$ cat src/ecpr_cfg.svh
`ifndef ECPR_CFG_SVH
`define ECPR_CFG_SVH

// Register byte addresses
`define ECPR_OFF_CONFIG_CONTROL 12'h000
`define ECPR_OFF_HANDLER_PRIORITY_ONE 12'h004
`define ECPR_OFF_HANDLER_PRIORITY_TWO 12'h008
`define ECPR_OFF_HANDLER_PRIORITY_THREE 12'h00C

// Config control bit positions
`define ECPR_BIT_STACK_ALIGN 9
`define ECPR_BIT_BUS_FAULT_IGNORE 8
`define ECPR_BIT_DIV_ZERO_TRAP 4
`define ECPR_BIT_UNALIGNED_TRAP 3
`define ECPR_BIT_UNPRIV_SWTRIG 1
`define ECPR_BIT_THREAD_ANY_LEVEL 0

// Writable bit masks; everything else is reserved
`define ECPR_MASK_CONFIG_CONTROL 32'h0000031B
`define ECPR_MASK_PRIORITY_ONE 32'h00FFFFFF
`define ECPR_MASK_PRIORITY_TWO 32'hFF000000
`define ECPR_MASK_PRIORITY_THREE 32'hFFFF0000

// Reset values
`define ECPR_RST_CONFIG_CONTROL 32'h00000200
`define ECPR_RST_PRIORITY 32'h00000000

// Priority field geometry
`define ECPR_PRI_FIELD_BITS 8
`define ECPR_PRI_IMPL_BITS 8
`define ECPR_PRI_MEM_LSB 0
`define ECPR_PRI_BUS_LSB 8
`define ECPR_PRI_USAGE_LSB 16
`define ECPR_PRI_SVC_LSB 24
`define ECPR_PRI_PEND_LSB 16
`define ECPR_PRI_TICK_LSB 24

// Access size codes on the core side
`define ECPR_SIZE_BYTE 2'h0
`define ECPR_SIZE_HALF 2'h1
`define ECPR_SIZE_WORD 2'h2

`endif

$ cat src/ecpr_pkg.sv
package ecpr_pkg;

  typedef enum logic [2:0] {
    ECPR_SEL_NONE,
    ECPR_SEL_CONFIG_CONTROL,
    ECPR_SEL_PRIORITY_ONE,
    ECPR_SEL_PRIORITY_TWO,
    ECPR_SEL_PRIORITY_THREE
  } ecpr_sel_t;

  typedef struct packed {
    logic pready;
    logic pslverr;
    logic [31:0] prdata;
    logic [31:0] config_control;
    logic [31:0] handler_priority_one;
    logic [31:0] handler_priority_two;
    logic [31:0] handler_priority_three;
    logic entry_pad;
    logic stacked_align_bit;
    logic return_pad;
    logic fault_ignored;
    logic bus_fault_b_raise;
    logic lockup;
    logic div_trap;
    logic div_zero_result;
    logic unaligned_fault;
    logic swtrig_permit;
    logic swtrig_deny;
    logic thread_ok;
    logic thread_fault;
  } ecpr_state_t;

endpackage : ecpr_pkg

$ cat src/ecpr_regs.sv
// What this block does
// - Stack align bit 9 picks 4-byte (0) or 8-byte (1) entry alignment.
// - Entry records applied padding in stacked status bit 9; return restores from it.
// - Bus fault ignore bit 8 set: priority -1/-2 handlers ignore data bus faults.
// - Bus fault ignore clear: such a fault at priority -1/-2 locks the core up.
// - Divide trap bit 4 set: divide with zero divisor traps.
// - Divide trap bit clear: divide by zero completes with quotient zero.
// - Unaligned trap bit 3 set: unaligned halfword/word access raises usage fault.
// - Unaligned multiple and doubleword transfers always fault.
// - Bit 1 permits (1) or blocks (0) unprivileged software trigger access.
// - Bit 0: thread mode entry only with no active exception, or from any level.
// - Three priority registers hold levels 0 to 255 per configurable exception.
// - Priority registers accept byte writes as well as word writes.
// - Register one: usage 23:16, bus 15:8, memory management 7:0, top byte reserved.
// - Register two: supervisor call priority 31:24, rest reserved.
// - Register three: tick 31:24, pendable service 23:16, low half reserved.
// - Config control bits 31:10, 7:5 and 2 are reserved.
// - Unimplemented low priority bits read as zero.
//
// Design decisions made here: the register addresses and register access over APB.
`timescale 1ns/10ps
`include "ecpr_cfg.svh"

module ecpr_regs
  import ecpr_pkg::*;
(
  input wire logic pclk, // Core clock
  input wire logic presetn, // Async reset, active low
  input wire logic clk_en, // Freezes all state while low
  input wire logic psel, // APB select
  input wire logic penable, // APB access phase
  input wire logic pwrite, // APB write
  input wire logic [11:0] paddr, // APB byte address
  input wire logic [31:0] pwdata, // APB write data
  input wire logic [3:0] pstrb, // APB byte strobes
  output logic pready, // APB ready
  output logic pslverr, // APB error on unmapped address
  output logic [31:0] prdata, // APB read data
  input wire logic exc_entry, // Exception entry pulse
  input wire logic entry_sp_bit2, // Bit 2 of stack pointer at entry
  input wire logic exception_return_value, // Exception return pulse
  input wire logic stacked_align_in, // Bit 9 of unstacked status word
  output logic stack_align_sel, // Current alignment selection
  output logic entry_pad, // Stack padded by one word at entry
  output logic stacked_align_bit, // Value to stack in status bit 9
  output logic return_pad, // Remove padding at return
  input wire logic dbus_fault, // Data bus fault from load or store
  input wire logic exec_pri_negative, // Running at priority -1 or -2
  output logic bus_fault_ignore, // Ignore bit
  output logic fault_ignored, // Fault dropped pulse
  output logic bus_fault_b_raise, // Fault passed on pulse
  output logic lockup, // Lock-up, held until reset
  input wire logic div_exec, // Divide instruction executes
  input wire logic divisor_zero, // Divisor is zero
  output logic div_zero_trap, // Divide trap bit
  output logic div_trap, // Divide trap pulse
  output logic div_zero_result, // Force quotient zero pulse
  input wire logic mem_access, // Load or store issued
  input wire logic [1:0] access_size, // Byte, half or word
  input wire logic [1:0] access_addr_lo, // Low address bits
  input wire logic multi_or_dword, // Multiple or doubleword transfer
  output logic unaligned_trap, // Unaligned trap bit
  output logic unaligned_fault, // Usage fault pulse
  input wire logic swtrig_write, // Software trigger register write
  input wire logic privileged, // Writer is privileged
  output logic unpriv_swtrig_access, // Access bit
  output logic swtrig_permit, // Write accepted pulse
  output logic swtrig_deny, // Write blocked pulse
  input wire logic thread_return_req, // Return requests thread mode
  input wire logic other_exc_active, // Other exceptions still active
  output logic thread_entry_any_level, // Thread entry bit
  output logic thread_ok, // Return to thread allowed pulse
  output logic thread_fault, // Return to thread refused pulse
  output logic [7:0] memfault_priority, // Memory management fault priority
  output logic [7:0] bus_fault_b_priority, // Bus fault priority
  output logic [7:0] usage_fault_a_priority, // Usage fault priority
  output logic [7:0] supervisor_call_priority, // Supervisor call priority
  output logic [7:0] pendable_service_priority, // Pendable service priority
  output logic [7:0] tick_priority // System tick priority
);

  ecpr_state_t s_q;
  ecpr_state_t s_d;

  function automatic ecpr_sel_t decode(input logic [11:0] addr);
    logic [11:0] word_addr;
    word_addr = {addr[11:2], 2'h0};
    if (word_addr == `ECPR_OFF_CONFIG_CONTROL) begin
      decode = ECPR_SEL_CONFIG_CONTROL;
    end else if (word_addr == `ECPR_OFF_HANDLER_PRIORITY_ONE) begin
      decode = ECPR_SEL_PRIORITY_ONE;
    end else if (word_addr == `ECPR_OFF_HANDLER_PRIORITY_TWO) begin
      decode = ECPR_SEL_PRIORITY_TWO;
    end else if (word_addr == `ECPR_OFF_HANDLER_PRIORITY_THREE) begin
      decode = ECPR_SEL_PRIORITY_THREE;
    end else begin
      decode = ECPR_SEL_NONE;
    end
  endfunction : decode

  // Keeps only the implemented upper bits of every priority byte
  function automatic logic [31:0] pri_mask();
    logic [7:0] byte_mask;
    byte_mask = 8'hFF << (`ECPR_PRI_FIELD_BITS - `ECPR_PRI_IMPL_BITS);
    pri_mask = {4{byte_mask}};
  endfunction : pri_mask

  // Byte-lane merge; reserved bits stay zero
  function automatic logic [31:0] merge(input logic [31:0] old, input logic [31:0] wdata,
                                        input logic [3:0] strb, input logic [31:0] mask);
    logic [31:0] lanes;
    lanes = {{8{strb[3]}}, {8{strb[2]}}, {8{strb[1]}}, {8{strb[0]}}};
    merge = ((old & ~lanes) | (wdata & lanes)) & mask;
  endfunction : merge

  function automatic logic misaligned(input logic [1:0] size, input logic [1:0] lo);
    if (size == `ECPR_SIZE_HALF) begin
      misaligned = lo[0];
    end else if (size == `ECPR_SIZE_WORD) begin
      misaligned = (lo != 2'h0);
    end else begin
      misaligned = 1'b0;
    end
  endfunction : misaligned

  logic setup;
  logic access;
  ecpr_sel_t sel;
  logic [31:0] cc;

  assign setup = psel & ~penable;
  assign access = psel & penable & s_q.pready;
  assign sel = decode(paddr);
  assign cc = s_q.config_control;

  always_comb begin
    s_d = s_q;
    s_d.entry_pad = 1'b0;
    s_d.return_pad = 1'b0;
    s_d.fault_ignored = 1'b0;
    s_d.bus_fault_b_raise = 1'b0;
    s_d.div_trap = 1'b0;
    s_d.div_zero_result = 1'b0;
    s_d.unaligned_fault = 1'b0;
    s_d.swtrig_permit = 1'b0;
    s_d.swtrig_deny = 1'b0;
    s_d.thread_ok = 1'b0;
    s_d.thread_fault = 1'b0;

    // Answer one cycle after setup so the read word can come from a flop
    s_d.pready = setup & ~s_q.pready;
    if (setup) begin
      s_d.pslverr = (sel == ECPR_SEL_NONE);
      s_d.prdata = 32'h00000000;
      if (!pwrite) begin
        unique case (sel)
          ECPR_SEL_CONFIG_CONTROL: s_d.prdata = cc;
          ECPR_SEL_PRIORITY_ONE: s_d.prdata = s_q.handler_priority_one;
          ECPR_SEL_PRIORITY_TWO: s_d.prdata = s_q.handler_priority_two;
          ECPR_SEL_PRIORITY_THREE: s_d.prdata = s_q.handler_priority_three;
          ECPR_SEL_NONE: s_d.prdata = 32'h00000000;
        endcase
      end
    end else if (!psel) begin
      s_d.pslverr = 1'b0;
    end

    if (access && pwrite) begin
      unique case (sel)
        ECPR_SEL_CONFIG_CONTROL: begin
          s_d.config_control = merge(cc, pwdata, pstrb, `ECPR_MASK_CONFIG_CONTROL);
        end
        ECPR_SEL_PRIORITY_ONE: begin
          s_d.handler_priority_one = merge(s_q.handler_priority_one, pwdata, pstrb,
                                           `ECPR_MASK_PRIORITY_ONE & pri_mask());
        end
        ECPR_SEL_PRIORITY_TWO: begin
          s_d.handler_priority_two = merge(s_q.handler_priority_two, pwdata, pstrb,
                                           `ECPR_MASK_PRIORITY_TWO & pri_mask());
        end
        ECPR_SEL_PRIORITY_THREE: begin
          s_d.handler_priority_three = merge(s_q.handler_priority_three, pwdata, pstrb,
                                             `ECPR_MASK_PRIORITY_THREE & pri_mask());
        end
        ECPR_SEL_NONE: begin
        end
      endcase
    end

    // Padding needed only when 8-byte alignment is selected and SP sits on an odd word
    if (exc_entry) begin
      s_d.entry_pad = cc[`ECPR_BIT_STACK_ALIGN] & entry_sp_bit2;
      s_d.stacked_align_bit = cc[`ECPR_BIT_STACK_ALIGN] & entry_sp_bit2;
    end
    // Return trusts the stacked bit, not the current setting, which may have changed
    if (exception_return_value) begin
      s_d.return_pad = stacked_align_in;
    end

    if (dbus_fault) begin
      if (exec_pri_negative && cc[`ECPR_BIT_BUS_FAULT_IGNORE]) begin
        s_d.fault_ignored = 1'b1;
      end else if (exec_pri_negative) begin
        s_d.lockup = 1'b1;
      end else begin
        s_d.bus_fault_b_raise = 1'b1;
      end
    end

    if (div_exec && divisor_zero) begin
      s_d.div_trap = cc[`ECPR_BIT_DIV_ZERO_TRAP];
      s_d.div_zero_result = ~cc[`ECPR_BIT_DIV_ZERO_TRAP];
    end

    if (mem_access) begin
      if (multi_or_dword) begin
        s_d.unaligned_fault = (access_addr_lo != 2'h0);
      end else begin
        s_d.unaligned_fault = cc[`ECPR_BIT_UNALIGNED_TRAP] &
                              misaligned(access_size, access_addr_lo);
      end
    end

    if (swtrig_write) begin
      s_d.swtrig_permit = privileged | cc[`ECPR_BIT_UNPRIV_SWTRIG];
      s_d.swtrig_deny = ~privileged & ~cc[`ECPR_BIT_UNPRIV_SWTRIG];
    end

    if (thread_return_req) begin
      s_d.thread_ok = ~other_exc_active | cc[`ECPR_BIT_THREAD_ANY_LEVEL];
      s_d.thread_fault = other_exc_active & ~cc[`ECPR_BIT_THREAD_ANY_LEVEL];
    end
  end

  always_ff @(posedge pclk or negedge presetn) begin
    if (!presetn) begin
      s_q <= '0;
      s_q.config_control <= `ECPR_RST_CONFIG_CONTROL;
      s_q.handler_priority_one <= `ECPR_RST_PRIORITY;
      s_q.handler_priority_two <= `ECPR_RST_PRIORITY;
      s_q.handler_priority_three <= `ECPR_RST_PRIORITY;
    end else if (clk_en) begin
      s_q <= s_d;
    end
  end

  assign pready = s_q.pready;
  assign pslverr = s_q.pslverr;
  assign prdata = s_q.prdata;
  assign stack_align_sel = cc[`ECPR_BIT_STACK_ALIGN];
  assign entry_pad = s_q.entry_pad;
  assign stacked_align_bit = s_q.stacked_align_bit;
  assign return_pad = s_q.return_pad;
  assign bus_fault_ignore = cc[`ECPR_BIT_BUS_FAULT_IGNORE];
  assign fault_ignored = s_q.fault_ignored;
  assign bus_fault_b_raise = s_q.bus_fault_b_raise;
  assign lockup = s_q.lockup;
  assign div_zero_trap = cc[`ECPR_BIT_DIV_ZERO_TRAP];
  assign div_trap = s_q.div_trap;
  assign div_zero_result = s_q.div_zero_result;
  assign unaligned_trap = cc[`ECPR_BIT_UNALIGNED_TRAP];
  assign unaligned_fault = s_q.unaligned_fault;
  assign unpriv_swtrig_access = cc[`ECPR_BIT_UNPRIV_SWTRIG];
  assign swtrig_permit = s_q.swtrig_permit;
  assign swtrig_deny = s_q.swtrig_deny;
  assign thread_entry_any_level = cc[`ECPR_BIT_THREAD_ANY_LEVEL];
  assign thread_ok = s_q.thread_ok;
  assign thread_fault = s_q.thread_fault;
  assign memfault_priority = s_q.handler_priority_one[`ECPR_PRI_MEM_LSB +: `ECPR_PRI_FIELD_BITS];
  assign bus_fault_b_priority = s_q.handler_priority_one[`ECPR_PRI_BUS_LSB +: `ECPR_PRI_FIELD_BITS];
  assign usage_fault_a_priority =
    s_q.handler_priority_one[`ECPR_PRI_USAGE_LSB +: `ECPR_PRI_FIELD_BITS];
  assign supervisor_call_priority =
    s_q.handler_priority_two[`ECPR_PRI_SVC_LSB +: `ECPR_PRI_FIELD_BITS];
  assign pendable_service_priority =
    s_q.handler_priority_three[`ECPR_PRI_PEND_LSB +: `ECPR_PRI_FIELD_BITS];
  assign tick_priority = s_q.handler_priority_three[`ECPR_PRI_TICK_LSB +: `ECPR_PRI_FIELD_BITS];

endmodule : ecpr_regs

$ cat config.mk
export PLATFORM = sky130hd
export DESIGN_NAME = ecpr_regs
export DESIGN_NICKNAME = d
export VERILOG_FILES = /design/src/ecpr_pkg.sv /design/src/ecpr_regs.sv
export VERILOG_INCLUDE_DIRS = /design/src
export SDC_FILE = /design/constraint.sdc
export NUM_CORES = 1
export LEC_CHECK = 0
export BUFFER_PORTS_ARGS = -buffer_cell sky130_fd_sc_hd__buf_2
export CORE_MARGIN = 4
export CORE_UTILIZATION = 48
export CTS_CLUSTER_SIZE = 10
export DETAILED_ROUTE_END_ITERATION = 8
export GPL_ROUTABILITY_DRIVEN = 1
export PLACE_DENSITY = 0.87
export SYNTH_ARGS = -nofsm -noshare
export SYNTH_HDL_FRONTEND = slang
export SYNTH_SLANG_ARGS = --single-unit
$ cat constraint.sdc
create_clock -name pclk -period 2.77 [get_ports pclk]
set_clock_uncertainty 0.15 [all_clocks]
set_input_delay 0.554 -clock pclk [delete_from_list [all_inputs] [get_ports pclk]]
set_output_delay 0.554 -clock pclk [all_outputs]
set_load 0.1 [all_outputs]
==> metrics.md <==
| Metric | Value |
|---|---|
| Status | `finished, final reports clean` |
| Met1 Use GR | `about a quarter` |
| Final Util | `between 60 and 70%` |
| Critical Path AT | `2.36 ns` |
| Worst skew pair latency | `0.35 ns` |
| GP Congestion | `0.815` |
| Routed WL per cell | `~17 um` |
| Post-CTS Setup Repair Bufs | `0` |
| Syn Std Cell Area | `4330 um^2` |
| Vert. Die Dim | `approximately 100 um` |
| # resized after CTS | `0` |
| Share of cells above drive strength 1 | `slightly above 50%` |
| Leak Pwr | `3.06 nW` |
| CTS sink cnt | `between 100 and 150` |
| Switch share | `27.1%` |
| Largest net degree at the start of global routing | `53` |
| Synth warn | `0` |
| Tcrit/Tclk final | `between 80% and 90%` |
| P_int | `approximately 1.9 mW` |
| Core area | `approximately 8800 um^2` |
| PwrDens | `464 nW/um^2` |
| Initial Utilization | `about half` |
| Max-cap viol count | `0` |
| Sequential area share after synthesis | `58.4%` |
| CP endpoint kind | `flip-flop` |
| Ys async rst share | `100%` |
| Antenna Cells | `0` |
| Top cells by area, synth | `dfrtp_1, mux2_2, mux2i_1, nor4_4, o21ai_0` |
| DP HPWL | `approximately 8000 um` |
| Critical path class | `primary input to flip-flop` |
| IO Count | `173` |
| Residual DRC count | `0` |
| Clock Tree Root | `clkbuf_8` |
| Relative slew slack | `a little under three fifths` |
| Initial DRC Count | `approximately 120` |
| Grt met3 use | `just under 5%` |
| Most instantiated cells after synthesis | `dfrtp_1, mux2_2, nand2_1, o21ai_0` |
| Die Width | `between 100 and 150 um` |
| Die ar. | `10,600 um^2` |
| Final hold vios | `0` |
| Drt total wl | `between 10,000 and 15,000 um` |
| Tot GR Track Use | `between 20% and 30%` |
| Syn Nets | `405` |
| Min Clock Period, post-route | `2.28 ns` |
| CTS tree | `done` |
| Non-filler cells, final | `roughly 630` |
| EDFF count, synth | `0` |
| Worst vdd ir | `about 250 uV` |
| Yosys reg bits | `approximately 100` |
| Hold crit path type | `primary input to asynchronous set/reset pin` |
| Hold Slack | `approximately 0.06 ns` |
| # port buffers | `between 150 and 200` |
| Clock power share | `between 30% and 40%` |
| Crit start category | `primary input` |
| H-tree depth | `3` |
| # setup viols final | `0` |
| Switching pwr | `a little over 0.7 mW` |
| RSZ-0062 raised after global routing | `no` |
| Core Rows | `34` |
| Number of global-route vias before repair | `roughly 3.4k` |
| Via density | `between 5 and 6` |
| Met2 Use GR | `35.4%` |
| Max Fclk | `between 0.4 and 0.5 GHz` |
| DR pass1 iterations | `5` |
| DRT antenna net count | `0` |
| Via count | `~3.4k` |
| Unique masters post-synth | `36` |
| Comb pwr share | `10.6%` |
| Crit path max fanout | `9` |
| Sequential share of power | `a little under three fifths` |
| Tightest Pin Transition | `approximately 0.67 ns` |
| Nets | `just under 600` |
| Setup_tns | `0 ns` |
| Cts bufs inserted | `9` |
| Initial antenna violation count | `0` |
| WP data required | `about 2.9 ns` |
| Worst-path clk slew | `0.10 ns` |
| GR peak layer | `met2` |
| Clk buf depth | `2` |
| Congestion Overflow GR | `0` |
| Leading cell type by number of instances after synthesis | `dfrtp_1` |
| DP Cell Count | `around 610` |
| Area Overhead vs Synth | `29.1%` |
| Most used flip-flop cell after synthesis | `dfrtp_1` |
| Synth top area share | `~58%` |
| First-pass GRT wire length | `around 17,000 um` |
| Synth area leader | `dfrtp_1` |
| CTS Hold Buffers Added | `0` |
| Post-Syn Area per Cell | `~13 um^2` |
| Cells after synthesis | `~330` |
| Max Slew Vio Count | `0` |
kinds of logic after synthesis:
| logic type | Yosys count | share of synthesized area [%] |
|---|---|---|
| buffers and inverters | 32 | 2.83 |
| muxes | 71 | 18.0 |
| and+or+nand+nor | 80 | 13.4 |
| AOI/OAI and AO/OA | 48 | 7.22 |
| xor gates and xnor gates | 1 | 0.202 |
| DFF | 101 | 58.4 |
final cells by class:
cell class	instances	area, um^2
tap	108	135
sequential	101	2530
inverter	17	63.8
clock buffer	11	131
clock inverter	4	33.8
fill	723	3170
multi-input combinational	200	1690
timing repair buffer	188	1010
power by group through the flow:
stage	clock [mW]	combinational [mW]	sequential, mW
6_report	0.827	0.275	1.49
5_1_grt	0.914	0.297	1.50
4_1_cts	0.853	0.279	1.49
3_5_place_dp	0	0.278	1.52
3_3_place_gp	0	0.270	1.52
2_1_floorplan	0	0.0592	1.61
final timing paths:
path	slack (ns)	from	end	depth (start not counted)
worst max-delay path	0.49	paddr[5]	flip-flop	6
worst min-delay path	0.06	presetn	asynchronous set/reset pin	1
worst max register to register	0.67	pready	flip-flop	4
worst min register to register	0.34	lockup	lockup	1
max in group asynchronous	1.68	presetn	asynchronous set/reset pin	2
min in group pclk	0.27	pwdata[13]	flip-flop	2
worst max-delay path: stages:
cell and delay [ns]:
buf_2 0.11, or4_1 0.56, buf_4 0.24, nor4_4 0.34, buf_4 0.21, mux2_1 0.35
layer usage:
metal	up-vias	share of wire [%]	routed length, um
met1	1648	40	4310
met4	0	0.87	94
met3	11	8.5	917
met5	-	0	0
li1	1575	-	-
met2	134	51	5520
layout by cell type (no fill, tap or decap), types with 9 or more instances in the layout:
cell | Yosys | final
a22o_1 | 10 | 10
buf_2 | 2 | 169
buf_4 | 0 | 17
clkbuf_8 | 0 | 9
dfrtp_1 | 100 | 100
inv_1 | 17 | 17
mux2_2 | 50 | 50
mux2i_1 | 17 | 17
nand2_1 | 28 | 28
nand4_1 | 14 | 14
o21ai_0 | 23 | 23
stage by stage:
stage / total power, mW / instance area (um^2) / setup WS [ns]
after global routing: 2.71 / 5590 / 0.460
after global placement: 1.79 / 5430 / 0.168
after detailed placement: 1.80 / 5430 / 0.123
after floorplan: 1.67 / 4330 / 0.00885
final: 2.60 / 5590 / 0.493
after CTS: 2.63 / 5590 / 0.504
Note: power is estimated with default switching activity, not from simulation.
